[config.mk]
export PLATFORM = sky130hd
export DESIGN_NAME = erpb_builder
export DESIGN_NICKNAME = d
export VERILOG_FILES = /design/src/hw/erpb_pkg.sv /design/src/hw/erpb_builder.sv
export VERILOG_INCLUDE_DIRS = /design/src /design/src/hw
export SDC_FILE = /design/constraint.sdc
export NUM_CORES = 1
export LEC_CHECK = 0
export BUFFER_PORTS_ARGS = -buffer_cell sky130_fd_sc_hd__buf_2
export CAP_MARGIN = 15
export CORE_ASPECT_RATIO = 0.5
export CORE_MARGIN = 3
export CORE_UTILIZATION = 40
export DETAILED_ROUTE_END_ITERATION = 10
export HOLD_SLACK_MARGIN = 0.06
export PLACE_DENSITY = 0.73
export SETUP_SLACK_MARGIN = 0.4
export SLEW_MARGIN = 20
export SYNTH_ARGS = -nofsm -noshare
export SYNTH_HDL_FRONTEND = slang
export SYNTH_SLANG_ARGS = --single-unit
[constraint.sdc]
create_clock -name sys_clk -period 2.9 [get_ports sys_clk]
set_clock_uncertainty 0.1 [all_clocks]
set_input_delay 0.435 -clock sys_clk [delete_from_list [all_inputs] [get_ports sys_clk]]
set_output_delay 0.435 -clock sys_clk [all_outputs]
set_load 0.01 [all_outputs]
[src/hw/erpb_regs.svh]
// What this block does
// RULE1 - the spectrometer error report carries version 000, type 0, header flag 1, application 1000111, category 111 and segmentation 11.
// RULE2 - each application and category pair has its own 14-bit sequence counter that starts at zero and steps by one per packet sent.
// RULE3 - the length field is the source data byte count plus nine, so 0000000000001011 for the spectrometer report.
// RULE4 - a 48-bit acquisition time goes in, four bytes of seconds then two bytes of fraction.
// RULE5 - the data field header carries service version 010, checksum flag 0, spare 0000 and a zero pad byte after the subtype.
// RULE6 - the spectrometer report service type is 00000101.
// RULE7 - the spectrometer report service subtype is 00000011.
// RULE8 - the spectrometer report source data is the event identifier 43009, hex a801.
// RULE9 - the spectrometer report is raised when the busy line is still high when the scan should have ended.
// RULE10 - an acceptance-success report leaves no later than 4 seconds after a telecommand is received.
// RULE11 - the acceptance-success report uses category 1, type 1, subtype 1 and 32 bits of source data.
// RULE12 - acceptance-success source data is the command packet identifier word then its sequence control word.
// RULE13 - busy is checked once a programmable scan timer expires after scan start, with at most one report per scan.
`ifndef ERPB_REGS_SVH
`define ERPB_REGS_SVH
`define ERPB_VERSION        3'h0
`define ERPB_TYPE           1'h0
`define ERPB_DFH_FLAG       1'h1
`define ERPB_APID           7'h47
`define ERPB_CAT_EVENT      4'h7
`define ERPB_CAT_ACCEPT     4'h1
`define ERPB_SEG_FLAGS      2'h3
`define ERPB_LEN_OFFSET     16'h0009
`define ERPB_SPEC_SRC_BYTES 16'h0002
`define ERPB_ACC_SRC_BYTES  16'h0004
`define ERPB_SVC_VERSION    3'h2
`define ERPB_CKSUM_FLAG     1'h0
`define ERPB_SPARE          4'h0
`define ERPB_PAD            8'h00
`define ERPB_TYPE_EVENT     8'h05
`define ERPB_SUB_GROUND     8'h03
`define ERPB_TYPE_TCVER     8'h01
`define ERPB_SUB_ACCEPT     8'h01
`define ERPB_EVENT_ID       16'ha801
`define ERPB_CLK_HZ         50000000
`define ERPB_ACCEPT_SEC     4
`define ERPB_ACCEPT_CYC     (`ERPB_CLK_HZ * `ERPB_ACCEPT_SEC)
`endif

[src/hw/erpb_pkg.sv]
package erpb_pkg;
  // primary header of a packet
  typedef struct packed {
    logic [2:0]  version;
    logic        pkt_type;
    logic        dfh_flag;
    logic [6:0]  apid;
    logic [3:0]  category;
    logic [1:0]  segmentation_flags_field;
    logic [13:0] seq_count;
    logic [15:0] packet_length_field;
  } erpb_primary_type;
  // data field header including time
  typedef struct packed {
    logic [47:0] acquisition_time_field;
    logic [2:0]  service_version_field;
    logic        checksum_flag_field;
    logic [3:0]  spare_bits_field;
    logic [7:0]  service_type_field;
    logic [7:0]  service_subtype_field;
    logic [7:0]  header_pad_field;
  } erpb_dfh_type;
  // full packet, source data left aligned in 32 bits
  typedef struct packed {
    erpb_primary_type primary;
    erpb_dfh_type     dfh;
    logic [31:0]      source_data;
    logic [2:0]       src_bytes;
  } erpb_packet_type;
  typedef enum logic [1:0] {
    ERPB_IDLE  = 2'b00,
    ERPB_TIMED = 2'b01,
    ERPB_DONE  = 2'b10
  } erpb_scan_type;
endpackage

[src/hw/erpb_builder.sv]
`timescale 1ns/1ns
`include "erpb_regs.svh"
module erpb_builder #(
  parameter int unsigned ACCEPT_CYCLES = `ERPB_ACCEPT_CYC
) (
  input  wire logic                   sys_clk,
  input  wire logic                   nrst,
  input  wire logic                   scan_start,
  input  wire logic                   spec_busy,
  input  wire logic [31:0]            scan_cycles,
  input  wire logic [47:0]            time_now,
  input  wire logic                   tc_accepted,
  input  wire logic [15:0]            tc_packet_id,
  input  wire logic [15:0]            tc_seq_control,
  input  wire logic                   pkt_ready,
  output logic                        pkt_valid,
  output erpb_pkg::erpb_packet_type   pkt,
  output logic                        accept_pending,
  output logic                        accept_late
);
  logic                      busy_meta;
  logic                      busy_sync;
  erpb_pkg::erpb_scan_type   scan_state;
  logic [31:0]               scan_timer;
  logic                      spec_req;
  logic [47:0]               spec_time;
  logic [47:0]               acc_time;
  logic [15:0]               acc_pid;
  logic [15:0]               acc_seq;
  logic [31:0]               acc_timer;
  logic [13:0]               seq_event;
  logic [13:0]               seq_accept;
  logic                      send_spec;
  logic                      send_acc;
  logic                      fire;
  logic                      sel_spec;

  // assemble one packet from category, type, subtype, count and data
  function automatic erpb_pkg::erpb_packet_type build(
    input logic [3:0]  cat,
    input logic [7:0]  styp,
    input logic [7:0]  ssub,
    input logic [13:0] cnt,
    input logic [47:0] tstamp,
    input logic [31:0] data,
    input logic [15:0] nbytes
  );
    erpb_pkg::erpb_packet_type p;
    p.primary.version  = `ERPB_VERSION; // RULE1
    p.primary.pkt_type = `ERPB_TYPE;
    p.primary.dfh_flag = `ERPB_DFH_FLAG;
    p.primary.apid     = `ERPB_APID;
    p.primary.category = cat;
    p.primary.segmentation_flags_field = `ERPB_SEG_FLAGS;
    p.primary.seq_count = cnt;
    p.primary.packet_length_field = nbytes + `ERPB_LEN_OFFSET; // RULE3
    p.dfh.acquisition_time_field = tstamp; // RULE4
    p.dfh.service_version_field  = `ERPB_SVC_VERSION; // RULE5
    p.dfh.checksum_flag_field    = `ERPB_CKSUM_FLAG;
    p.dfh.spare_bits_field       = `ERPB_SPARE;
    p.dfh.service_type_field     = styp;
    p.dfh.service_subtype_field  = ssub;
    p.dfh.header_pad_field       = `ERPB_PAD;
    p.source_data = data;
    p.src_bytes   = nbytes[2:0];
    return p;
  endfunction

  // busy line comes from another chip: two flip-flops
  always_ff @(posedge sys_clk or negedge nrst) begin
    if (!nrst) begin
      busy_meta <= 1'b0;
      busy_sync <= 1'b0;
    end else begin
      busy_meta <= spec_busy;
      busy_sync <= busy_meta;
    end
  end

  // scan timer: one check per scan when the timer runs out
  always_ff @(posedge sys_clk or negedge nrst) begin
    if (!nrst) begin
      scan_state <= erpb_pkg::ERPB_IDLE;
      scan_timer <= 32'h0;
    end else begin
      case (scan_state)
        erpb_pkg::ERPB_IDLE, erpb_pkg::ERPB_DONE: begin
          if (scan_start) begin
            scan_state <= erpb_pkg::ERPB_TIMED; // RULE13
            scan_timer <= scan_cycles;
          end
        end
        erpb_pkg::ERPB_TIMED: begin
          if (scan_timer == 32'h0) begin
            scan_state <= erpb_pkg::ERPB_DONE; // RULE13
          end else begin
            scan_timer <= scan_timer - 32'h1;
          end
        end
        default: scan_state <= erpb_pkg::ERPB_IDLE;
      endcase
    end
  end

  // latch a spectrometer report when busy is still high at expiry
  always_ff @(posedge sys_clk or negedge nrst) begin
    if (!nrst) begin
      spec_req <= 1'b0;
    end else if (scan_state == erpb_pkg::ERPB_TIMED &&
                 scan_timer == 32'h0 && busy_sync) begin
      spec_req <= 1'b1; // RULE9
    end else if (send_spec) begin
      spec_req <= 1'b0;
    end
  end

  // time stamp taken when a scan is accepted, not while one is timed
  always_ff @(posedge sys_clk or negedge nrst) begin
    if (!nrst) begin
      spec_time <= 48'h0;
    end else if (scan_start && scan_state != erpb_pkg::ERPB_TIMED) begin
      spec_time <= time_now; // RULE4
    end
  end

  // catch an accepted telecommand and watch its deadline
  always_ff @(posedge sys_clk or negedge nrst) begin
    if (!nrst) begin
      accept_pending <= 1'b0;
      accept_late    <= 1'b0;
      acc_time       <= 48'h0;
      acc_pid        <= 16'h0;
      acc_seq        <= 16'h0;
      acc_timer      <= 32'h0;
    end else if (tc_accepted && !accept_pending) begin
      accept_pending <= 1'b1;
      acc_time       <= time_now;
      acc_pid        <= tc_packet_id; // RULE12
      acc_seq        <= tc_seq_control;
      acc_timer      <= 32'h0;
    end else if (send_acc) begin
      accept_pending <= 1'b0;
    end else if (accept_pending) begin
      acc_timer <= acc_timer + 32'h1;
      if (acc_timer >= ACCEPT_CYCLES - 1)
        accept_late <= 1'b1; // RULE10
    end
  end

  // arbitration: pending command acceptance first, it carries a deadline
  assign fire      = !pkt_valid || pkt_ready;
  assign send_acc  = fire && accept_pending; // RULE10
  assign send_spec = fire && spec_req && !accept_pending;

  // per pair sequence counters
  always_ff @(posedge sys_clk or negedge nrst) begin
    if (!nrst) begin
      seq_event  <= 14'h0;
      seq_accept <= 14'h0;
    end else begin
      if (send_spec)
        seq_event <= seq_event + 14'h1; // RULE2
      if (send_acc)
        seq_accept <= seq_accept + 14'h1; // RULE2
    end
  end

  // output packet register
  always_ff @(posedge sys_clk or negedge nrst) begin
    if (!nrst) begin
      pkt_valid <= 1'b0;
      pkt       <= '0;
      sel_spec  <= 1'b0;
    end else if (send_acc) begin
      pkt_valid <= 1'b1;
      sel_spec  <= 1'b0;
      pkt <= build(`ERPB_CAT_ACCEPT, `ERPB_TYPE_TCVER, // RULE11
                   `ERPB_SUB_ACCEPT, seq_accept, acc_time,
                   {acc_pid, acc_seq}, `ERPB_ACC_SRC_BYTES); // RULE12
    end else if (send_spec) begin
      pkt_valid <= 1'b1;
      sel_spec  <= 1'b1;
      pkt <= build(`ERPB_CAT_EVENT, `ERPB_TYPE_EVENT, // RULE6
                   `ERPB_SUB_GROUND, seq_event, spec_time, // RULE7
                   {`ERPB_EVENT_ID, 16'h0000}, // RULE8
                   `ERPB_SPEC_SRC_BYTES);
    end else if (pkt_ready) begin
      pkt_valid <= 1'b0;
    end
  end
endmodule

# Yosys cells after proc, flatten, opt, wreduce, memory -nomap -nowiden
# Index checks and enable logic that the tools add are counted.
# classes
add_sub_neg,4
magnitude_cmp,1
n_eq_ne,7
n_mux,18
bitwise,2
n_reduce_logical,23
# op_table
op,count
163-bit two-way mux,2
32-bit two-way mux,5
32-bit one-hot mux with 2 select lines,1
32-bit by 1-bit adder with 32-bit output (second input constant),1
32-bit by 28-bit greater-or-equal comparator with 1-bit output (second input constant),1
32-bit zero test,1
32-bit by 1-bit subtractor with 32-bit output (second input constant),1
14-bit by 1-bit adder with 14-bit output (second input constant),2
2-bit nonzero test,5
1-bit logical AND,7
1-bit two-way mux,7
2-bit by 1-bit inequality test with 1-bit output (second input constant),3
2-bit two-way mux,2
2-bit inequality test (second input constant),2
2-bit one-hot mux with 2 select lines,1
2-bit AND reduction,2
4-bit AND reduction,1
3-bit AND reduction,1
3-bit nonzero test,1
2-bit by 1-bit == test with 1-bit output (second input constant),1
2-bit == test (second input constant),1
1-bit zero test,2
2-bit zero test,1
1-bit NOT,2
other kinds (2),2
# totals
regBits,391
input_bits,118

# Longest topological paths before layout
# logic_depth
ltp_word,6
depth_mapped,8
mapped_depth_nobuf,7

# Worst setup path after synthesis
# No wires, ideal clock.
# synth_timing
kind,flip-flop to flip-flop
startpoint,register scan_timer[0]
endpoint,register scan_timer[15]
setup_time_ns,0.126
arrival_time_ns,2.150
t_required_ns,2.674
path_slack_ns,0.524
stages_incl_launch_ff,8
cell_sequence,dfrtp_1 -> inv_1 -> ha_1 -> nor3b_1 -> nand4_2 -> or4_4 -> and3_4 -> o32a_1
# synth_via
elab_chain_len,3
word_cells_on_any_way,6
cone_classes,1 x add/sub; 1 x eq/ne; 2 x mux; 2 x reduce/logical
# synth_lines
item,line_no,source
"start, declared",erpb_builder.sv:24,logic [31:0] scan_timer;
"start signal, assigned",erpb_builder.sv:90,scan_timer <= scan_cycles;
"start signal, assigned",erpb_builder.sv:97,scan_timer <= scan_timer - 32'h1;
32-bit by 1-bit subtractor with 32-bit output / 32-bit zero test (equally long branches),"erpb_builder.sv:97, erpb_builder.sv:94",
32-bit two-way mux / 2-bit inequality test (equally long branches),n/a,
32-bit one-hot mux with 2 select lines / 3-bit AND reduction (equally long branches),n/a,
# Parallel ways exist; a longest one is shown, timed or not. The select of a mux whose other input is x is not followed.
# A chain may end at the register's enable or synchronous reset.

# Final worst setup path
# layout_timing
startpoint,register scan_timer[1]
endpoint,register scan_timer[22]
# Same word-level chain as after synthesis.

==> results.toml <==
[status]
status = "completed"

[final_layout]
fin_nets = 1837
mostFrequentLayoutCells = "nand2_1 (433), dfrtp_1 (324), buf_2 (234), dlygate4sd3_1 (99), a22oi_1 (66)"
final_util_pct = 51.66
fillers = 3067
fin_cells = 2219
syn_to_final_growth_pct = 26.23
drive_gt1_share_pct = 22.84
final_common_cell = "nand2_1"

[route]
wl_um = 37630
route.detailed.wl_per_inst_um = 16.96
drtIter0Drc = 752
ant_nets = 0
post-route-drc-count = 0
viasPerCell = 5.175
firstDrtPassIters = 6
routed-via-count = 11480

[cts]
htree_levels = 1
cts_buffers = 29
clockRootBuffer = "clkbuf_16"
cts_tree = "built"
ctsLongestPathBuffers = 3
path_clk_slew_ns = 0.07
cts_sinks = 325
clock_latency_ns = 0.57

[power_and_ir_drop]
power_uw = 15710
p_leak_uw = 0.008703
ir_worst_vdd_mv = 0.5089
powerDensity_nw_per_um2 = 876.0

[floorplanning]
rows = 48
core-area_um2 = 34710
initial_core_util_pct = 40.93
dieArea_um2 = 37950
io_pins = 284
fp.dieW_um = 272.5
die_h_um = 139.3

[yosys]
async_flop_share_pct = 100.0
ys_warn_count = 0
yosysUniqueCellTypes = 67
synth_area_leaders = "dfrtp_1 (57%), nand2_1 (11%), mux2_2 (4.0%)"
ys_ff_latch = 325
synthCells = 1406
synth-edff-count = 0
seq_area_frac_synth_pct = 57.24
synth_ff_type = "dfrtp_1"
synth_area_per_cell_um2 = 10.10
syn_area_um2 = 14210
yosys.area.top_type = "dfrtp_1"
synth_top_area_share_pct = 57.24

[setup_path]
reg2reg_slack_ns = 0.50
cp_cell_sequence = "inv_1 > ha_2 > nor3b_4 > and4_4 > nand2b_1 > or4_2 > a32o_1"
slowest_delay_ns = 0.56
required_ns = 3.25
cp_data_arrival_time_ns = 2.74
end_kind = "register"
worst_path_max_delay_cell = "or4_2"
cp_max_fo = 5
crit_type = "reg2reg"
setup.worst_path.start_class = "register"

[sta]
relSlewSlack_pct = 52.33
finalSetupViolCount = 0
fmax_mhz = 417.5
min_period_over_period_pct = 82.59
fin_setup_tns_ns = 0
finalCriticalPeriod_ns = 2.395
rsz0062_at_grt = "no"
tightest_slew_ns = 0.7085
finalHoldViolations = 0
maxSlewViolCount = 0

[global_route]
grt_pass1_vias = 11540
overflow = 0
grtUsageTotal_pct = 19.74
grt_max_degree = 90
grt_pass1_wl_um = 61520
grt_antenna_before_repair = 4

[placement]
dp.cells = 2059
port_buffers = 235
gp_congestion = 0.8640
dp_hpwl_um = 23520

[flow_run]
cap_violations = 0

[worst_hold_path]
hold_path_class = "in2reg"
==> final cells by class <==
class	count	area, µm²	area share, %
well taps	475	594.3	3.314
clock inverters	9	210.2	1.172
inverters	6	22.52	0.1256
clock buffers	45	865.8	4.828
multi-input cells	986	5542	30.90
diodes	6	15.01	0.08372
repair buffers	367	2550	14.22
flip-flops and latches	325	8134	45.36
==> critical path, delay by kind of cell (launching register included) <==
kind	cells	cell delay, ns
and+or+nand+nor	4	1.17
AOI/OAI and AO/OA	1	0.27
adders and majority gates	1	0.21
DFF	1	0.43
buffers and inverters	1	0.11
==> cell families (layout without fill, tap and decap cells) <==
| group | Yosys count | after routing | share of synthesized area, % |
|---|---|---|---|
| xor+xnor | 32 | 32 | 1.973 |
| mux | 59 | 59 | 4.597 |
| compound gates | 208 | 208 | 10.75 |
| flops | 325 | 325 | 57.24 |
| fa+ha+maj | 4 | 4 | 0.3523 |
| simple gates | 635 | 635 | 19.53 |
| buf+inv | 142 | 427 | 5.522 |
| other cells | 1 | 54 | 0.02639 |
==> path summary, 6_finish.rpt <==
path,start,cells past startpoint,end
min in group asynchronous,nrst,2,pkt[145]$_DFFE_PN0P_
worst min register to register,busy_meta$_DFF_PN0_,0,busy_sync$_DFF_PN0_
worst max-delay path,scan_timer[1]$_DFFE_PN0P_,7,scan_timer[22]$_DFFE_PN0P_
worst max register to register,scan_timer[1]$_DFFE_PN0P_,7,scan_timer[22]$_DFFE_PN0P_
worst min-delay path,scan_cycles[30],3,scan_timer[30]$_DFFE_PN0P_
max in group asynchronous,nrst,3,acc_timer[22]$_DFFE_PN0P_
==> synth_stat cells (4+ instances only) <==
library cell / n
nand2_1: 435
dfrtp_1: 325
a22oi_1: 66
buf_4: 66
clkbuf_1: 61
mux2_2: 50
nor2_1: 48
nand3_1: 37
o21ai_0: 35
a22o_1: 28
xnor2_1: 23
nor3_1: 21
nand4_1: 20
a21oi_1: 15
nor4_1: 13
o211ai_1: 10
mux2i_1: 9
or3_1: 9
xor2_1: 9
nand2b_1: 8
o22ai_1: 7
o31ai_1: 7
and2_1: 6
and3_1: 6
buf_1: 6
inv_1: 6
a211oi_1: 5
nor2b_1: 5
a221o_1: 4
ha_1: 4
o22a_1: 4
or4_1: 4
==> metal layers <==
metal,up-vias,GRT usage (%),routed length [µm]
li1,5348,-,-
met1,5665,25.51,15810
met2,347,32.87,18380
met3,123,3.119,1486
met4,0,9.160,1953
met5,-,0,0
==> stage by stage <==
step | cell area, µm² | worst slack (ns) | hold slack (ns)
floorplan | 14380 | 0.5239 | 0.03941
global placement | 15810 | 0.4267 | 0.2357
detailed placement | 15810 | 0.3324 | 0.2379
CTS | 17890 | 0.4230 | 0.06436
global route | 17930 | 0.3929 | 0.09376
finish | 17930 | 0.5048 | 0.09044
==> where the power goes <==
group	total (µW)	switching [µW]	internal, µW
sequential	7140	1100	6040
clock	4320	1730	2590
combinational	4250	2350	1890
==> registers in the layout (all words and copies together) (netlist names) <==
signal          cells
acc_time           48
scan_timer         32
seq_accept         14
accept_late         1
acc_pid            16
scan_state          2
acc_seq            16
spec_time          48
busy_meta           1
busy_sync           1
pkt_valid           1
acc_timer          32
spec_req            1
accept_pending      1
seq_event          14
pkt                97
==> what timing repair did <==
item / CTS / global route
buffers inserted: 1 / 0
hold endpoints to repair: 201 / 0
endpoints found under the setup margin: 10 / 7
hold buffers: 99 / 0
pin swaps: 1 / 0
resized for setup: 2 / 8
No activity file was read; power rests on OpenSTA's default activity.
